--- src/design/cwg_defs.vh ---
/*
 * Constants of the calibration waveform generator: register indices, byte
 * addresses, field positions, reset values and timing figures.
 * Assumes inclusion by bare name from every design file of the block.
 */
`ifndef CWG_DEFS_VH
`define CWG_DEFS_VH

/**********************************************************************
 * Register indices and byte addresses (byte address = 4 x index).
 **********************************************************************/
`define CWG_IDX_CAL_CFG     8'h12
`define CWG_IDX_EMUX_CFG    8'h14
`define CWG_IDX_MSTR_CTRL   8'h20
`define CWG_IDX_STATUS      8'h21
`define CWG_ADDR_CAL_CFG    12'h048
`define CWG_ADDR_EMUX_CFG   12'h050
`define CWG_ADDR_MSTR_CTRL  12'h080
`define CWG_ADDR_STATUS     12'h084

/**********************************************************************
 * Calibration source configuration fields.
 **********************************************************************/
`define CWG_CAL_EN_BIT      22
`define CWG_CAL_POL_BIT     21
`define CWG_CAL_MAG_BIT     20
`define CWG_CAL_FREQ_MSB    14
`define CWG_CAL_FREQ_LSB    12
`define CWG_CAL_HALF_BIT    11
`define CWG_CAL_HIGH_MSB    10
`define CWG_CAL_HIGH_LSB    0
`define CWG_CAL_RESET       24'h004800
`define CWG_CAL_MASK        24'h707fff

/**********************************************************************
 * ECG input multiplexer configuration fields.
 **********************************************************************/
`define CWG_EMUX_POL_BIT    23
`define CWG_EMUX_OPENP_BIT  21
`define CWG_EMUX_OPENN_BIT  20
`define CWG_EMUX_CALP_MSB   19
`define CWG_EMUX_CALP_LSB   18
`define CWG_EMUX_CALN_MSB   17
`define CWG_EMUX_CALN_LSB   16
`define CWG_EMUX_RESET      24'h300000
`define CWG_EMUX_MASK       24'hbf0000

/**********************************************************************
 * Master frequency control and status fields.
 **********************************************************************/
`define CWG_MSTR_SEL_MSB    1
`define CWG_MSTR_SEL_LSB    0
`define CWG_MSTR_RESET      24'h000000
`define CWG_STAT_HIGH_BIT   0
`define CWG_STAT_ACT_BIT    1

/**********************************************************************
 * Timing: bus clock rate and the master clock rates in hertz.
 **********************************************************************/
`define CWG_HCLK_HZ         26'd40000000
`define CWG_MSTR_HZ_00      26'd32768
`define CWG_MSTR_HZ_01      26'd32000
`define CWG_MSTR_HZ_10      26'd32000
`define CWG_MSTR_HZ_11      26'd31968
`define CWG_DIV_BASE_LOG2   5'd7
`define CWG_DIV_STEP_LOG2   5'd2

/**********************************************************************
 * Source offsets in steps of 0.25 mV, two's complement.
 **********************************************************************/
`define CWG_MAG_SMALL       3'h1
`define CWG_MAG_LARGE       3'h2
`define CWG_LEVEL_MID       3'h0

`endif

--- src/design/cwg_master_tick.v ---
/*
 * Master clock tick generator: a phase accumulator that yields the average
 * master rate as one-cycle ticks of the bus clock.
 * Assumes one bus clock and a clock enable that freezes the accumulator.
 */
`timescale 1ns/1ps
`default_nettype none
`include "cwg_defs.vh"

module cwg_master_tick (
  // Clock and reset.
  input  wire        hclk,
  input  wire        hresetn,
  input  wire        clk_en,
  // Control.
  input  wire [1:0]  master_freq_select,
  // Tick.
  output reg         master_tick
);

  reg  [25:0] acc;
  reg  [25:0] step;
  wire [26:0] sum;

  /********************************************************************
   * The chosen master rate is added per cycle modulo the bus rate.
   ********************************************************************/
  always @* begin
    case (master_freq_select)
      2'h0:    step = `CWG_MSTR_HZ_00;
      2'h1:    step = `CWG_MSTR_HZ_01;
      2'h2:    step = `CWG_MSTR_HZ_10;
      default: step = `CWG_MSTR_HZ_11;
    endcase
  end

  assign sum = {1'b0, acc} + {1'b0, step};

  always @(posedge hclk or negedge hresetn) begin
    if (!hresetn) begin
      acc         <= 26'h0;
      master_tick <= 1'b0;
    end else if (clk_en) begin
      if (sum >= {1'b0, `CWG_HCLK_HZ}) begin
        acc         <= sum[25:0] - `CWG_HCLK_HZ;
        master_tick <= 1'b1;
      end else begin
        acc         <= sum[25:0];
        master_tick <= 1'b0;
      end
    end
  end

endmodule // cwg_master_tick
`default_nettype wire

--- src/design/cwg_wave_timer.v ---
/*
 * Waveform timer: counts master ticks over one period and decides the high
 * and low phases.
 * Assumes master ticks of one bus cycle and a clock enable that freezes it.
 */
`timescale 1ns/1ps
`default_nettype none
`include "cwg_defs.vh"

module cwg_wave_timer (
  // Clock and reset.
  input  wire        hclk,
  input  wire        hresetn,
  input  wire        clk_en,
  // Timing inputs.
  input  wire        master_tick,
  input  wire        run,
  input  wire [2:0]  cal_frequency_select,
  input  wire        half_duty_mode,
  input  wire [10:0] cal_high_time,
  // Waveform.
  output reg         wave_high,
  output reg         period_start
);

  reg  [20:0] count;
  wire [4:0]  div_log2;
  wire [21:0] divisor;
  wire [20:0] last;
  wire [20:0] high_len;

  /********************************************************************
   * Divisor is two to the power 7, 9, 11 ... 21.
   ********************************************************************/
  assign div_log2 = `CWG_DIV_BASE_LOG2 + (`CWG_DIV_STEP_LOG2 * {2'b00, cal_frequency_select});
  assign divisor  = 22'h000001 << div_log2;
  assign last     = divisor[20:0] - 21'h000001;
  assign high_len = half_duty_mode ? divisor[21:1] : {10'h000, cal_high_time};

  always @(posedge hclk or negedge hresetn) begin
    if (!hresetn) begin
      count        <= 21'h0;
      wave_high    <= 1'b0;
      period_start <= 1'b0;
    end else if (clk_en) begin
      if (!run) begin
        count        <= last;
        wave_high    <= 1'b0;
        period_start <= 1'b0;
      end else if (master_tick) begin
        if (count >= last) begin
          count        <= 21'h0;
          period_start <= 1'b1;
          wave_high    <= (high_len != 21'h0);
        end else begin
          count        <= count + 21'h000001;
          period_start <= 1'b0;
          wave_high    <= ((count + 21'h000001) < high_len);
        end
      end else begin
        period_start <= 1'b0;
      end
    end
  end

endmodule // cwg_wave_timer
`default_nettype wire

--- src/design/cwg_top.v ---
/*
 * Calibration waveform generator: AHB-Lite register slave, master tick,
 * period timer and the levels of the two calibration sources.
 * Assumes a single AHB-Lite master, one clock and software-set configuration.
 */
// Our own choice: the AHB-Lite interface to the registers.
`timescale 1ns/1ps
`default_nettype none
`include "cwg_defs.vh"

module cwg_top (
  // Clock, reset and clock enable.
  input  wire        hclk,
  input  wire        hresetn,
  input  wire        clk_en,
  // AHB-Lite slave.
  input  wire        hsel,
  input  wire [11:0] haddr,
  input  wire [1:0]  htrans,
  input  wire        hwrite,
  input  wire [2:0]  hsize,
  input  wire [31:0] hwdata,
  input  wire        hready,
  output wire        hreadyout,
  output wire        hresp,
  output reg  [31:0] hrdata,
  // Calibration sources, offsets from mid supply in 0.25 mV steps.
  output reg  [2:0]  cal_source_pos,
  output reg  [2:0]  cal_source_neg,
  output reg         cal_sources_active,
  output reg         cal_period_start,
  // ECG input multiplexer controls.
  output reg         ecg_polarity_invert,
  output reg         ecg_pos_open,
  output reg         ecg_neg_open,
  output reg  [1:0]  ecg_pos_cal_route,
  output reg  [1:0]  ecg_neg_cal_route
);

  /********************************************************************
   * Bus data phase states.
   ********************************************************************/
  localparam [2:0] ST_IDLE  = 3'b001;
  localparam [2:0] ST_READ  = 3'b010;
  localparam [2:0] ST_WRITE = 3'b100;

  reg  [2:0]  state;
  reg  [2:0]  next_state;
  reg  [11:0] wr_addr;
  reg  [11:0] next_wr_addr;
  reg  [23:0] cal_cfg;
  reg  [23:0] emux_cfg;
  reg  [23:0] mstr_ctrl;
  reg  [31:0] rd_value;
  wire        addr_phase;
  wire        master_tick;
  wire        wave_high;
  wire        wave_start;
  wire        cal_source_enable;
  wire        cal_polarity_mode;
  wire        cal_swing_magnitude;
  wire [2:0]  cal_frequency_select;
  wire        half_duty_mode;
  wire [10:0] cal_high_time;
  wire [1:0]  master_freq_select;
  wire [2:0]  mag;
  reg  [2:0]  next_pos;
  wire [1:0]  pos_route;
  wire [1:0]  neg_route;

  /********************************************************************
   * Configuration fields.
   ********************************************************************/
  assign cal_source_enable    = cal_cfg[`CWG_CAL_EN_BIT];
  assign cal_polarity_mode    = cal_cfg[`CWG_CAL_POL_BIT];
  assign cal_swing_magnitude  = cal_cfg[`CWG_CAL_MAG_BIT];
  assign cal_frequency_select = cal_cfg[`CWG_CAL_FREQ_MSB:`CWG_CAL_FREQ_LSB];
  assign half_duty_mode       = cal_cfg[`CWG_CAL_HALF_BIT];
  assign cal_high_time        = cal_cfg[`CWG_CAL_HIGH_MSB:`CWG_CAL_HIGH_LSB];
  assign master_freq_select   = mstr_ctrl[`CWG_MSTR_SEL_MSB:`CWG_MSTR_SEL_LSB];

  /********************************************************************
   * Bus slave: zero wait states, always OKAY, stalls while frozen.
   ********************************************************************/
  assign hreadyout  = clk_en;
  assign hresp      = 1'b0;
  assign addr_phase = hsel & htrans[1] & hready;

  always @* begin
    case (haddr)
      `CWG_ADDR_CAL_CFG:   rd_value = {8'h00, cal_cfg};
      `CWG_ADDR_EMUX_CFG:  rd_value = {8'h00, emux_cfg};
      `CWG_ADDR_MSTR_CTRL: rd_value = {8'h00, mstr_ctrl};
      `CWG_ADDR_STATUS:    rd_value = {30'h00000000, cal_sources_active, wave_high};
      default:             rd_value = 32'h00000000;
    endcase
  end

  always @* begin
    next_state   = ST_IDLE;
    next_wr_addr = wr_addr;
    case (state)
      ST_IDLE, ST_READ, ST_WRITE: begin
        if (addr_phase && hwrite) begin
          next_state   = ST_WRITE;
          next_wr_addr = haddr;
        end else if (addr_phase) begin
          next_state = ST_READ;
        end
      end
      default: begin
        next_state = ST_IDLE;
      end
    endcase
  end

  always @(posedge hclk or negedge hresetn) begin
    if (!hresetn) begin
      state   <= ST_IDLE;
      wr_addr <= 12'h000;
      hrdata  <= 32'h00000000;
    end else if (clk_en) begin
      state   <= next_state;
      wr_addr <= next_wr_addr;
      if (addr_phase && !hwrite) begin
        hrdata <= rd_value;
      end
    end
  end

  /********************************************************************
   * Registers, written at the end of the write data phase.
   ********************************************************************/
  always @(posedge hclk or negedge hresetn) begin
    if (!hresetn) begin
      cal_cfg   <= `CWG_CAL_RESET;
      emux_cfg  <= `CWG_EMUX_RESET;
      mstr_ctrl <= `CWG_MSTR_RESET;
    end else if (clk_en && (state == ST_WRITE)) begin
      case (wr_addr)
        `CWG_ADDR_CAL_CFG:   cal_cfg   <= hwdata[23:0] & `CWG_CAL_MASK;
        `CWG_ADDR_EMUX_CFG:  emux_cfg  <= hwdata[23:0] & `CWG_EMUX_MASK;
        `CWG_ADDR_MSTR_CTRL: mstr_ctrl <= {22'h000000, hwdata[1:0]};
        default:             mstr_ctrl <= mstr_ctrl;
      endcase
    end
  end

  /********************************************************************
   * Master tick and period timer.
   ********************************************************************/
  cwg_master_tick u_tick (
    .hclk               (hclk),
    .hresetn            (hresetn),
    .clk_en             (clk_en),
    .master_freq_select (master_freq_select),
    .master_tick        (master_tick)
  );

  cwg_wave_timer u_timer (
    .hclk                 (hclk),
    .hresetn              (hresetn),
    .clk_en               (clk_en),
    .master_tick          (master_tick),
    .run                  (cal_source_enable),
    .cal_frequency_select (cal_frequency_select),
    .half_duty_mode       (half_duty_mode),
    .cal_high_time        (cal_high_time),
    .wave_high            (wave_high),
    .period_start         (wave_start)
  );

  /********************************************************************
   * Source levels.
   ********************************************************************/
  assign mag = cal_swing_magnitude ? `CWG_MAG_LARGE : `CWG_MAG_SMALL;

  always @* begin
    if (!cal_source_enable) begin
      next_pos = `CWG_LEVEL_MID;
    end else if (wave_high) begin
      next_pos = mag;
    end else if (cal_polarity_mode) begin
      next_pos = 3'h0 - mag;
    end else begin
      next_pos = `CWG_LEVEL_MID;
    end
  end

  always @(posedge hclk or negedge hresetn) begin
    if (!hresetn) begin
      cal_source_pos     <= `CWG_LEVEL_MID;
      cal_source_neg     <= `CWG_LEVEL_MID;
      cal_sources_active <= 1'b0;
      cal_period_start   <= 1'b0;
    end else if (clk_en) begin
      cal_source_pos     <= next_pos;
      cal_source_neg     <= 3'h0 - next_pos;
      cal_sources_active <= cal_source_enable;
      cal_period_start   <= wave_start;
    end
  end

  /********************************************************************
   * ECG multiplexer controls; source routes need the sources enabled.
   ********************************************************************/
  assign pos_route = emux_cfg[`CWG_EMUX_CALP_MSB:`CWG_EMUX_CALP_LSB];
  assign neg_route = emux_cfg[`CWG_EMUX_CALN_MSB:`CWG_EMUX_CALN_LSB];

  always @(posedge hclk or negedge hresetn) begin
    if (!hresetn) begin
      ecg_polarity_invert <= 1'b0;
      ecg_pos_open        <= 1'b1;
      ecg_neg_open        <= 1'b1;
      ecg_pos_cal_route   <= 2'h0;
      ecg_neg_cal_route   <= 2'h0;
    end else if (clk_en) begin
      ecg_polarity_invert <= emux_cfg[`CWG_EMUX_POL_BIT];
      ecg_pos_open        <= emux_cfg[`CWG_EMUX_OPENP_BIT];
      ecg_neg_open        <= emux_cfg[`CWG_EMUX_OPENN_BIT];
      ecg_pos_cal_route   <= (pos_route[1] && !cal_source_enable) ? 2'h0 : pos_route;
      ecg_neg_cal_route   <= (neg_route[1] && !cal_source_enable) ? 2'h0 : neg_route;
    end
  end

endmodule // cwg_top
`default_nettype wire

--- config.mk ---
export PLATFORM = sky130hd
export DESIGN_NAME = cwg_top
export DESIGN_NICKNAME = d
export VERILOG_FILES = /design/src/design/cwg_master_tick.v /design/src/design/cwg_wave_timer.v /design/src/design/cwg_top.v
export VERILOG_INCLUDE_DIRS = /design/src /design/src/design
export SDC_FILE = /design/constraint.sdc
export NUM_CORES = 1
export LEC_CHECK = 0
export BUFFER_PORTS_ARGS = -buffer_cell sky130_fd_sc_hd__buf_2
export CAP_MARGIN = 10
export CORE_ASPECT_RATIO = 0.7
export CORE_MARGIN = 4
export CORE_UTILIZATION = 60
export CTS_CLUSTER_DIAMETER = 60
export DETAILED_ROUTE_END_ITERATION = 6
export PLACE_DENSITY_LB_ADDON = 0.2
export SETUP_SLACK_MARGIN = 0.05
export SLEW_MARGIN = 10
export SYNTH_ARGS = -nofsm -noshare
export SYNTH_HDL_FRONTEND = slang
export SYNTH_SLANG_ARGS = --single-unit
--- constraint.sdc ---
create_clock -name hclk -period 11.1 [get_ports hclk]
set_clock_uncertainty 0.1 [all_clocks]
set_input_delay 1.665 -clock hclk [delete_from_list [all_inputs] [get_ports hclk]]
set_output_delay 1.665 -clock hclk [all_outputs]
set_load 0.01 [all_outputs]
* Yosys cells after proc, flatten, opt, wreduce, memory -nomap -nowiden
Cells that the tools add are included.
** Storage, ports and cells
- Register bits :: 139
- Input bits :: 55
- Logic and storage cells :: 86
- Output and inout port bits :: 49
** Cells by class
- Bitwise gates (word level) :: 2
- Reductions and logical operators :: 17
- Mux-type cells :: 23
- $add $sub $neg :: 7
- Eq/ne operators :: 13
- Shift-type cells :: 1
- Order comparisons :: 3
** Operators by type and width (count)
- 24-bit one-hot mux with 4 select lines :: 1
- 21-bit 2-to-1 mux :: 4
- 12-bit by 7-bit equality test with 1-bit output, second input constant :: 4
- 12-bit by 8-bit equality test with 1-bit output, second input constant :: 3
- 16-bit one-hot mux with 2 select lines :: 1
- 26-bit by 16-bit adder with 27-bit output :: 1
- 27-bit by 26-bit greater-or-equal comparator with 1-bit output, second input constant :: 1
- 26-bit 2-to-1 mux :: 1
- 26-bit subtractor, second input constant :: 1
- 1-bit by 5-bit left shift with 22-bit output, first input constant :: 1
- 21-bit by 1-bit adder with 21-bit output, second input constant :: 1
- 21-bit greater-or-equal comparator :: 1
- 21-bit less-than comparator :: 1
- 21-bit nonzero test :: 1
- 21-bit by 1-bit subtractor with 21-bit output, second input constant :: 1
- 3-bit 2-to-1 mux :: 5
- 2-bit AND reduction :: 5
- 2-bit 2-to-1 mux :: 4
- 1-bit 2-to-1 mux :: 7
- 3-bit by 4-bit adder with 5-bit output, first input constant :: 1
- 1-bit logical AND :: 5
- 3-bit by 1-bit equality test with 1-bit output, second input constant :: 1
- 3-bit by 2-bit equality test with 1-bit output, second input constant :: 1
- 3-bit equality test, second input constant :: 1
- other kinds (11) :: 13

* Depth between registers and ports, before layout
Gate-level depths: netlist (run 1).
- Word-level depth :: 7
- Depth in mapped cells :: 17
- Mapped depth without buffers :: 15

* Cells and area by module
From an unflattened synthesis (run 1), not the netlist that was laid out.
** Unflattened totals
- Cells, all modules :: 997
- Area total of the unflattened synthesis :: 9351.5 um2
** By module, submodules not included
- cwg_top :: cells an instance 240, times used 1, area each 3389.5 um2
- cwg_master_tick :: cells an instance 406, times used 1, area each 3130.5 um2
- cwg_wave_timer :: cells an instance 351, times used 1, area each 2831.5 um2

* Least setup slack after synthesis (run 1)
OpenSTA, ideal clock, no wires.
- Path type :: register -> register
- Start point :: reg mstr_ctrl[0]
- End point :: reg u_tick.acc[24]
- Buffers on the path :: 1
- Data arrival time :: 3710 ps
- Clock period less this slack :: 3878 ps
- Library setup time :: 69 ps
- Stages on the path, launching flop included :: 17
- Required time :: 10931 ps
- Setup slack :: 7222 ps
- Cells stage by stage :: dfrtp_1 -> inv_1 -> ha_1 -> ha_1 -> buf_6 -> a31o_1 -> a31oi_1 -> xnor2_1 -> inv_1 -> ha_1 -> o31ai_2 -> a21oi_1 -> o21ai_1 -> a41oi_4 -> a211oi_1 -> mux2_2 -> nand3_1
** Between the ends
- Word-level cells in the longest chain between the ends :: 6
- Elaborated cells between the ends (all ways) :: 9
** RTL lines
- start, declared :: line cwg_top.v:53 : reg [23:0] mstr_ctrl;
- start signal, assigned :: line cwg_top.v:138 : mstr_ctrl <= `CWG_MSTR_RESET;
- start signal, assigned :: line cwg_top.v:143 : `CWG_ADDR_MSTR_CTRL: mstr_ctrl <= {22'h000000, hwdata[1:0]};
- start signal, assigned :: line cwg_top.v:144 : default: mstr_ctrl <= mstr_ctrl;
- 2-bit by 1-bit equality test with 1-bit output / 2-bit equality test (equally long branches) :: line cwg_master_tick.v:29 : case (master_freq_select)
- 2-bit OR reduction (no line)
- 16-bit one-hot mux with 2 select lines (*) :: line cwg_master_tick.v:29
- 26-bit by 16-bit adder with 27-bit output (*) :: line cwg_master_tick.v:37 : assign sum = {1'b0, acc} + {1'b0, step};
- 26-bit subtractor (no line) / 27-bit by 26-bit greater-or-equal comparator with 1-bit output (equally long branches)
- 26-bit 2-to-1 mux (*) :: line cwg_master_tick.v:44 : if (sum >= {1'b0, `CWG_HCLK_HZ}) begin
- end signal, assigned :: line cwg_master_tick.v:45 : acc <= sum[25:0] - `CWG_HCLK_HZ;
- end signal, assigned :: line cwg_master_tick.v:48 : acc <= sum[25:0];
- end, declared :: line cwg_master_tick.v:21 : reg [25:0] acc;
Every way passes the cells marked *; elsewhere a longest branch is shown, timed or not.
A chain may end at the register's enable or synchronous reset.

* Worst setup path after layout (run 1)
- Start point :: reg mstr_ctrl[1]
- End point :: reg u_tick.acc[10]
The elaborated chain is that of the path after synthesis.

==> results.md, run 1 <==
- #FFs+latches synth: 124
- Skew-Pair Late Insertion Delay: 0.42 ns
- PnR worst setup slack: 6.13 ns
- CP top delay family: compound AO/OA/AOI/OAI gates
- Sequential cell area: about 3100 µm²
- Pin count of the biggest net entering global routing: 75
- GR Util met1: 45.6%
- Resized cells post-CTS: 0
- Final hold slack: approximately 0.37 ns
- Place WS: about 5.9 ns
- CP max-delay cell: nor3_2
- RSZ-0062 raised after global routing: false
- DRT antenna net count: 0
- Number of hold violations in the final report: 0
- Root buf cell: clkbuf_16
- Initial antenna violation count: 1
- Req. time, crit path: around 11 ns
- GRT Util Overall: 28.7%
- Final setup vio count: 0
- Worst setup SP type: flip-flop
- Slew headroom: a little over a quarter
- Post-synth top area cell: dfrtp_1
- Routability congestion estimate: 0.906
- Crit path arrival time: just over 5 ns
- Status: completed
- DRT iter0 DRCs: 694
- Fill cells: 1,107
- Io pins: 104
- Post-DP HPWL: 15.5 mm
- Commonest non-fill, non-tap cell in the layout: dfrtp_1
- Busiest grt layer: met1
- Die area: ~16,000 µm²
- DR WL/cell: 18.8 µm
- Worst setup EP type: flip-flop
- Fin area: 9550 µm²
- Pwr per Cell Area: 183 nW/µm²
- Leak pwr: 4.36 nW
- DIE HEIGHT: about 110 µm
- Quantity of I/O buffers inserted on ports: 80
- Top cells by area, synth: dfrtp_1, ha_1, mux2_2, nand2_1, o21ai_0
- Vias in the first global route: 6,759
- Sink Count: 124
- VDD IR max: about 0.12 mV
- Die span in x: 150 µm
- Sequential fraction of the synthesis area: 36.8%
- CTS tree: done
- Synthesized cell area: 8460 µm²
- Initial cell density of the core: roughly three fifths
- Hold/Removal Path Class: reg -> reg
- Ys async rst share: 100%
- Kind of critical path: reg -> reg
- Cell Chain, Critical Path: inv_1 -> ha_1 -> ha_1 -> a31o_1 -> a311oi_1 -> o21bai_1 -> o211ai_1 -> o21ai_1 -> a21oi_1 -> o21ai_1 -> and4_1 -> nor3_2 -> a21oi_1 -> mux2_2
- Nets: roughly 1,100
- Pre-Repair DR Iteration Count: 6
- Post-synth top area share: 34.6%
- Maximum fanout along the worst path: 12
- Maximum buffer depth of the clock tree: 2
- First-pass GRT wire length: 36.3 mm
- Row cnt: 36
- CTS H-tree depth: 4
- Met2 usage: 38.8%
- DRC Markers: 0
- Ant. Diodes: 0
- CTS Hold Buffers Added: 0
- Core area: 13,900 µm²
- Mean Syn Cell Area: just over 9 µm²
- Area of placed instances: 8900 µm²
- Area of the multi-input gates: slightly below 5000 µm²
- P&R area growth vs syn: 12.9%
- Cell count after synthesis: 918
- Period utilisation layout: 44.8%
- Worst Path Buf+Inv: 1
- Clock slew seen by the registers of the worst setup and hold paths: 0.07 ns
- Slew Viols, Final: 0
- Final WL: 22.3 mm
- GR Util met3: 8.08%
- Setup Buffers After CTS: 0
- Primary FF master, synth: dfrtp_1
- Inst Count DP: 1,154
- Layout cells sized above 1: 22.4%
- Count of cell types in the netlist: 96
- Via count: about 7,400
- Vias per inst: 6.24
- Final Non-Filler Cells: 1,186
- Most frequent cells in the layout: dfrtp_1, nand2_1, buf_2
- Fin Setup TNS: 0 ns
- F_max: 201 MHz
- Synth warnings: 0
- Global route overflow: 0
- CTS buffer count: 17
- Tmin final: around 5 ns
- Max Cap Viol: 0
- Number of flops mapped to enable cells by yosys: 0
- Max incr delay on CP: 0.71 ns
- Least-Margin Pin Slew: around 1.1 ns
metal layers:
layer	share of wire, %	up-vias
met5	0.058	-
met4	1.0	2
met3	9.5	27
met2	40	339
met1	50	3580
li1	-	3452
where the power goes:
group / leakage [nW] / internal (W) / switching (W)
sequential: 1.62 / 0.000501 / 0.0000675
clock: 0.314 / 0.000386 / 0.000239
combinational: 2.43 / 0.000230 / 0.000326
total: 4.36 / 0.00112 / 0.000633
layout make-up:
type	instances	area share [%]
Tap cell	190	2.49
Clock buffer	17	4.45
Clock inverter	15	2.37
Multi-Input combinational cell	717	51.9
Sequential cell	124	32.6
Timing Repair Buffer	87	4.81
Inverter	36	1.41
worst min-delay path, cell delays in order (launching register included):
cell     delay [ns]
dfrtp_1        0.34
nand2_1        0.05
o31ai_1        0.05
logic make-up (layout without fill, tap and decap cells):
| group | after synthesis | after routing | synth area share (%) |
|---|---|---|---|
| AO/OA/AOI/OAI | 236 | 236 | 19.4 |
| XOR/XNOR | 45 | 45 | 4.75 |
| adder cells (fa/ha/maj) | 51 | 51 | 7.54 |
| buffers and inverters | 91 | 155 | 5.29 |
| flip-flops | 124 | 124 | 36.8 |
| multiplexers | 57 | 57 | 7.55 |
| other | 2 | 16 | 0.0887 |
| AND/OR/NAND/NOR | 312 | 312 | 18.6 |
synth_stat cells, drive strengths merged, types with 10 or more instances:
library cell / number
dfrtp: 117
nand2: 107
o21ai: 78
mux2: 55
nor2: 55
ha: 51
a21oi: 49
inv: 36
nand3: 33
clkbuf: 31
xnor2: 27
nor3: 26
buf: 22
xor2: 18
nand4: 14
a21o: 13
and3: 12
nor4: 10
stage by stage:
stage               total power, W  util (%)
CTS                        0.00174      68.8
global route               0.00184      68.8
detailed placement         0.00112      64.2
floorplan                  0.00101         -
finish                     0.00175      68.8
global placement           0.00111      64.2
flip-flops by register name (all words and copies together) (netlist names), 3 cells and up:
register	flops
cal_cfg	18
wr_addr	12
cal_source_pos	3
u_timer.count	21
u_tick.acc	21
state	3
hrdata	23
emux_cfg	7
path summary, 6_finish.rpt:
check / startpoint / to / slack, ns / cells past startpoint
worst max register to register: mstr_ctrl[1]$_DFFE_PN0P_ / u_tick.acc[10]$_DFFE_PN0P_ / 6.13 / 14
worst min-delay path: hrdata[14]$_DFFE_PN0P_ / hrdata[14]$_DFFE_PN0P_ / 0.37 / 2
min in group asynchronous: hresetn / u_tick.acc[12]$_DFFE_PN0P_ / 1.09 / 1
worst min register to register: hrdata[14]$_DFFE_PN0P_ / hrdata[14]$_DFFE_PN0P_ / 0.37 / 2
worst max-delay path: mstr_ctrl[1]$_DFFE_PN0P_ / u_tick.acc[10]$_DFFE_PN0P_ / 6.13 / 14
max in group asynchronous: hresetn / cal_cfg[6]$_DFFE_PN0P_ / 8.50 / 2
Note: power is estimated with default switching activity, not from simulation.
==> run 2: changes to the inputs <==
- CORE_UTILIZATION: 60 -> 59
- clock period: 11.1 -> 4.9 ns (I/O delays scaled with it)
==> results.md, run 2 (same netlist as run 1, synthesis figures left out) <==
- Sink Count: 124 (unchanged)
- Nets: 1,097 (was 1,089)
- DIE HEIGHT: 108 µm (was 107 µm)
- Tmin final: 4.58 ns (was 4.97 ns)
- Die area: 16,400 µm² (was 16,100 µm²)
- CTS Hold Buffers Added: 0 (unchanged)
- Period utilisation layout: 93.5% (was 44.8%)
- Worst setup EP type: flip-flop (unchanged)
- GRT Util Overall: 28.8% (was 28.7%)
- Commonest non-fill, non-tap cell in the layout: dfrtp_1 (unchanged)
- Io pins: 104 (unchanged)
- Place WS: 0.410 ns (was 5.87 ns)
- RSZ-0062 raised after global routing: false (unchanged)
- Sw power: 0.00141 W (was 0.000633 W)
- Initial cell density of the core: 60.6% (was 61.0%)
- Crit path arrival time: 4.84 ns (was 5.18 ns)
- Skew-Pair Late Insertion Delay: 0.43 ns (was 0.42 ns)
- DRT iter0 DRCs: 760 (was 694)
- Pre-Repair DR Iteration Count: 6 (unchanged)
- VDD IR max: 0.228 mV (was 0.120 mV)
- PnR worst setup slack: 0.316 ns (was 6.13 ns)
- Switching portion of total power: 36.2% (was 36.1%)
- Row cnt: 36 (unchanged)
- CTS buffer count: 17 (unchanged)
- Biggest regs: hrdata (23), u_tick.acc (21), u_timer.count (21) (unchanged)
- P&R area growth vs syn: 13.0% (was 12.9%)
- Vias per inst: 6.26 (was 6.24)
- Final setup vio count: 0 (unchanged)
- Slew headroom: 31.8% (was 27.3%)
- DRC Markers: 0 (unchanged)
- Setup Buffers After CTS: 0 (unchanged)
- Reg power frac: 33.0% (was 32.5%)
- Top reg by flops: hrdata (unchanged)
- CTS H-tree depth: 4 (unchanged)
- Int Power: 0.00249 W (was 0.00112 W)
- DR WL/cell: 18.9 µm (was 18.8 µm)
- Layout cells sized above 1: 22.9% (was 22.4%)
- Die span in x: 151 µm (was 150 µm)
- Hold/Removal Path Class: in -> async (was reg -> reg)
- CTS tree: done (unchanged)
- Ant. Diodes: 0 (unchanged)
- Resized cells post-CTS: 0 (unchanged)
- Req. time, crit path: 5.16 ns (was 11.31 ns)
- Least-Margin Pin Slew: 1.02 ns (was 1.08 ns)
- Leak pwr: 4.37 nW (was 4.36 nW)
- Via count: 7,472 (was 7,400)
- Clk pwr share: 33.8% (was 35.7%)
- Initial antenna violation count: 1 (unchanged)
- First-pass GRT wire length: 37.0 mm (was 36.3 mm)
- Worst R2R Path Depth: 15 (was 14)
- Global route overflow: 0 (unchanged)
- Crit. Startpoint: mstr_ctrl[0]$_DFFE_PN0P_ (was mstr_ctrl[1]$_DFFE_PN0P_)
- Clock slew seen by the registers of the worst setup and hold paths: 0.06 ns (was 0.07 ns)
- R2R Setup Slk: 0.32 ns (was 6.13 ns)
- Worst r2r src: mstr_ctrl[0]$_DFFE_PN0P_ (was mstr_ctrl[1]$_DFFE_PN0P_)
- Worst setup SP type: flip-flop (unchanged)
- Core area: 14,000 µm² (was 13,900 µm²)
- Fill cells: 1,119 (was 1,107)
- Most frequent cells in the layout: dfrtp_1, nand2_1, buf_2 (unchanged)
- Max Cap Viol: 0 (unchanged)
- Root buf cell: clkbuf_16 (unchanged)
- Pin count of the biggest net entering global routing: 50 (was 75)
- Reg2Reg Capture Point: u_tick.acc[24]$_DFFE_PN0P_ (was u_tick.acc[10]$_DFFE_PN0P_)
- Slew Viols, Final: 0 (unchanged)
- Flip-flop count of the largest register after layout: 23 (unchanged)
- Vias in the first global route: 6,949 (was 6,759)
- Post-DP HPWL: 16.1 mm (was 15.5 mm)
- Number of hold violations in the final report: 0 (unchanged)
- Final Non-Filler Cells: 1,194 (was 1,186)
- Status: completed (unchanged)
- Quantity of I/O buffers inserted on ports: 80 (unchanged)
- Maximum fanout along the worst path: 10 (was 12)
- Inst Count DP: 1,162 (was 1,154)
- Pwr per Cell Area: 408 nW/µm² (was 183 nW/µm²)
- Fin Setup TNS: 0 ns (unchanged)
- Logic pwr share: 33.3% (was 31.8%)
- Kind of critical path: reg -> reg (unchanged)
- Maximum buffer depth of the clock tree: 2 (unchanged)
- Routability congestion estimate: 0.913 (was 0.906)
- F_max: 218 MHz (was 201 MHz)
- DRT antenna net count: 0 (unchanged)
- Final WL: 22.5 mm (was 22.3 mm)
[run 2: cell type report]
class	count	area [µm²]	area share, %
clock buffers	19	443	4.63
clock inverters	13	166	1.74
inverters	36	135	1.41
multi-input cells	717	4960	51.8
flip-flops and latches	124	3110	32.5
well taps	190	238	2.49
repair buffers	95	515	5.39
[run 2: through the flow]
step / power [W] / util (%) / hold slack [ns] / cell area [µm²]
4_1_cts: 0.00388 / 68.5 / 0.193 / 9570
3_3_place_gp: 0.00252 / 64.1 / 0.359 / 8960
6_report: 0.00390 / 68.5 / 0.179 / 9570
2_1_floorplan: 0.00229 / - / 0.339 / 8520
3_5_place_dp: 0.00255 / 64.1 / 0.363 / 8960
5_1_grt: 0.00410 / 68.5 / 0.227 / 9570
[run 2: metal layers]
| metal | global-route usage, % | vias to the layer above | wire, µm |
|---|---|---|---|
| met2 | 38.8 | 366 | 9180 |
| met5 | 0 | - | 7 |
| met4 | 7.24 | 2 | 311 |
| li1 | - | 3467 | - |
| met3 | 8.09 | 34 | 2290 |
| met1 | 45.2 | 3603 | 10800 |
[run 2: critical path: stages, from the launching register on]
cell      delay, ns
dfrtp_1        0.43
ha_1           0.32
ha_1           0.25
ha_1           0.19
a21o_1         0.20
a31oi_1        0.45
xnor2_1        0.22
inv_1          0.08
ha_1           0.24
o31ai_2        0.31
a21oi_1        0.16
o21ai_1        0.38
a41oi_4        0.36
a211oi_1       0.36
mux2_2         0.37
nand3_1        0.07
[run 2: power by group through the flow]
stage	Clock (W)	Combinational, W	Sequential, W
2_1_floorplan	0	0.00108	0.00122
3_3_place_gp	0	0.00123	0.00129
3_5_place_dp	0	0.00126	0.00130
4_1_cts	0.00133	0.00127	0.00128
5_1_grt	0.00138	0.00142	0.00130
6_report	0.00132	0.00130	0.00129
[run 2: worst max path at each step]
| stage | to | depth (start not counted) |
|---|---|---|
| 2_1_floorplan | u_tick.acc[24]$_DFFE_PN0P_ | 16 |
| 3_3_place_gp | u_tick.acc[15]$_DFFE_PN0P_ | 15 |
| 3_5_place_dp | u_tick.acc[24]$_DFFE_PN0P_ | 15 |
| 4_1_cts | u_tick.acc[24]$_DFFE_PN0P_ | 15 |
| 5_1_grt | u_tick.acc[10]$_DFFE_PN0P_ | 16 |
| 6_report | u_tick.acc[24]$_DFFE_PN0P_ | 15 |
==> run 3: changes to the inputs <==
- CELL_PAD_IN_SITES_DETAIL_PLACEMENT: unset -> 0
- CELL_PAD_IN_SITES_GLOBAL_PLACEMENT: unset -> 2
- CORE_UTILIZATION: 59 -> 37
==> results.md, run 3 (same netlist as run 1, synthesis figures left out) <==
- Most frequent cells in the layout: dfrtp_1, nand2_1, buf_2 (unchanged)
- Worst setup EP type: flip-flop (unchanged)
- Core area: 22,100 µm² (was 14,000 µm²)
- Vias per inst: 5.41 (was 6.26)
- Ant. Diodes: 0 (unchanged)
- Worst Path Buf+Inv: 0 (was 1)
- RSZ-0062 raised after global routing: false (unchanged)
- R2R Setup Slk: 0.40 ns (was 0.32 ns)
- CTS H-tree depth: 4 (unchanged)
- Via count: 7,096 (was 7,472)
- First-pass GRT wire length: 39.4 mm (was 37.0 mm)
- GRT Util Overall: 19.7% (was 28.8%)
- Top reg by flops: hrdata (unchanged)
- Worst setup SP type: flip-flop (unchanged)
- Crit path arrival time: 4.70 ns (was 4.84 ns)
- Io pins: 104 (unchanged)
- CTS Hold Buffers Added: 0 (unchanged)
- Flip-flop count of the largest register after layout: 23 (unchanged)
- DRC Markers: 0 (unchanged)
- CTS buffer count: 17 (unchanged)
- Vias in the first global route: 6,741 (was 6,949)
- Nets: 1,100 (was 1,097)
- Cell with the most instances on the worst path: ha_1 (unchanged)
- Pin count of the biggest net entering global routing: 85 (was 50)
- F_max: 222 MHz (was 218 MHz)
- Die area: 25,400 µm² (was 16,400 µm²)
- Cell Chain, Critical Path: ha_1 -> ha_1 -> ha_1 -> a21o_1 -> a311oi_1 -> o21bai_1 -> o211ai_1 -> o21ai_1 -> a21oi_1 -> o21ai_1 -> a41oi_4 -> a22oi_1 -> xnor2_1 -> mux2_2 (was ha_1 -> ha_1 -> ha_1 -> a21o_1 -> a31oi_1 -> xnor2_1 -> inv_1 -> ha_1 -> o31ai_2 -> a21oi_1 -> o21ai_1 -> a41oi_4 -> a211oi_1 -> mux2_2 -> nand3_1)
- DRT iter0 DRCs: 585 (was 760)
- Die span in x: 189 µm (was 151 µm)
- Period utilisation layout: 91.8% (was 93.5%)
- Maximum buffer depth of the clock tree: 2 (unchanged)
- Leak pwr: 4.36 nW (was 4.37 nW)
- P&R area growth vs syn: 14.5% (was 13.0%)
- Slew Viols, Final: 0 (unchanged)
- Slew headroom: 27.0% (was 31.8%)
- Final setup vio count: 0 (unchanged)
- VDD IR max: 0.256 mV (was 0.228 mV)
- Fill cells: 2,245 (was 1,119)
- CP max-delay cell: a311oi_1 (was a31oi_1)
- Biggest regs: hrdata (23), u_tick.acc (21), u_timer.count (21) (unchanged)
- Hold/Removal Path Class: in -> async (unchanged)
- Pwr per Cell Area: 394 nW/µm² (was 408 nW/µm²)
- Global route overflow: 0 (unchanged)
- DR WL/cell: 18.7 µm (was 18.9 µm)
- Least-Margin Pin Slew: 1.09 ns (was 1.02 ns)
- Kind of critical path: reg -> reg (unchanged)
- Sink Count: 124 (unchanged)
- Row cnt: 45 (was 36)
- Max Cap Viol: 0 (unchanged)
- Req. time, crit path: 5.10 ns (was 5.16 ns)
- Fin Setup TNS: 0 ns (unchanged)
- Tmin final: 4.50 ns (was 4.58 ns)
- Total power: 0.00381 W (was 0.00390 W)
- Max incr delay on CP: 0.56 ns (was 0.45 ns)
- Status: completed (unchanged)
- CTS tree: done (unchanged)
- Initial antenna violation count: 1 (unchanged)
- DRT antenna net count: 0 (unchanged)
- Initial cell density of the core: 38.3% (was 60.6%)
- Maximum fanout along the worst path: 10 (unchanged)
- Post-DP HPWL: 17.9 mm (was 16.1 mm)
- DIE HEIGHT: 135 µm (was 108 µm)
- Root buf cell: clkbuf_16 (unchanged)
- Quantity of I/O buffers inserted on ports: 80 (unchanged)
- Clock slew seen by the registers of the worst setup and hold paths: 0.06 ns (about the same)
- CP top delay family: compound AO/OA/AOI/OAI gates (unchanged)
- Pre-Repair DR Iteration Count: 5 (was 6)
- Layout cells sized above 1: 23.0% (was 22.9%)
- Final WL: 24.5 mm (was 22.5 mm)
- Commonest non-fill, non-tap cell in the layout: dfrtp_1 (unchanged)
- Resized cells post-CTS: 0 (unchanged)
- Number of hold violations in the final report: 0 (unchanged)
- Skew-Pair Late Insertion Delay: 0.42 ns (was 0.43 ns)
- Setup Buffers After CTS: 0 (unchanged)
- Routability congestion estimate: 0.836 (was 0.913)
run 3: final timing paths:
check	endpoint	startpoint	cells after the start
max in group asynchronous	cal_cfg[8]$_DFFE_PN0P_	hresetn	2
setup / recovery	u_tick.acc[15]$_DFFE_PN0P_	mstr_ctrl[0]$_DFFE_PN0P_	14
setup reg to reg	u_tick.acc[15]$_DFFE_PN0P_	mstr_ctrl[0]$_DFFE_PN0P_	14
hold / removal	u_tick.acc[14]$_DFFE_PN0P_	hresetn	1
hold reg to reg	hrdata[14]$_DFFE_PN0P_	hrdata[14]$_DFFE_PN0P_	2
min in group hclk	hrdata[14]$_DFFE_PN0P_	hrdata[14]$_DFFE_PN0P_	2
run 3: stage by stage:
stage               cell area, µm²  hold WS [ns]  instances  utilization [%]  setup WS (ns)
finish                        9690         0.232       1312             43.9          0.401
detailed placement            9130         0.366       1280             41.4          0.411
CTS                           9680         0.268       1312             43.9          0.381
floorplan                     8520         0.339        932                -           1.02
global route                  9690         0.296       1312             43.9         0.0825
global placement              9130         0.360       1280             41.4          0.413
run 3: where the power goes:
group | internal [W] | switching (W)
Clock | 0.000709 | 0.000498
Sequential | 0.00114 | 0.000149
Combinational | 0.000555 | 0.000767
run 3: layer usage:
layer | global-route usage, % | part of all wire [%] | wire length (µm)
met1 | 32.6 | 55 | 13600
met2 | 24.6 | 37 | 9000
met3 | 5.50 | 6.8 | 1680
met4 | 4.00 | 0.96 | 235
met5 | 0 | 0.049 | 12
run 3: worst reg2reg max path, delay by kind of cell (launching register included):
family / cells / cell delay [ns]
adders and majority gates: 3 / 0.77
muxes: 1 / 0.27
DFF: 1 / 0.42
xor gates and xnor gates: 1 / 0.15
AOI/OAI and AO/OA: 9 / 2.66
run 3: cell type report:
| type | count | area, µm² | area share [%] |
|---|---|---|---|
| well taps | 305 | 382 | 3.94 |
| inverters | 36 | 135 | 1.39 |
| clock inverters | 11 | 97.6 | 1.01 |
| clock buffers | 21 | 450 | 4.65 |
| flip-flops and latches | 124 | 3110 | 32.1 |
| repair buffers | 98 | 542 | 5.59 |
| multi-input cells | 717 | 4970 | 51.3 |
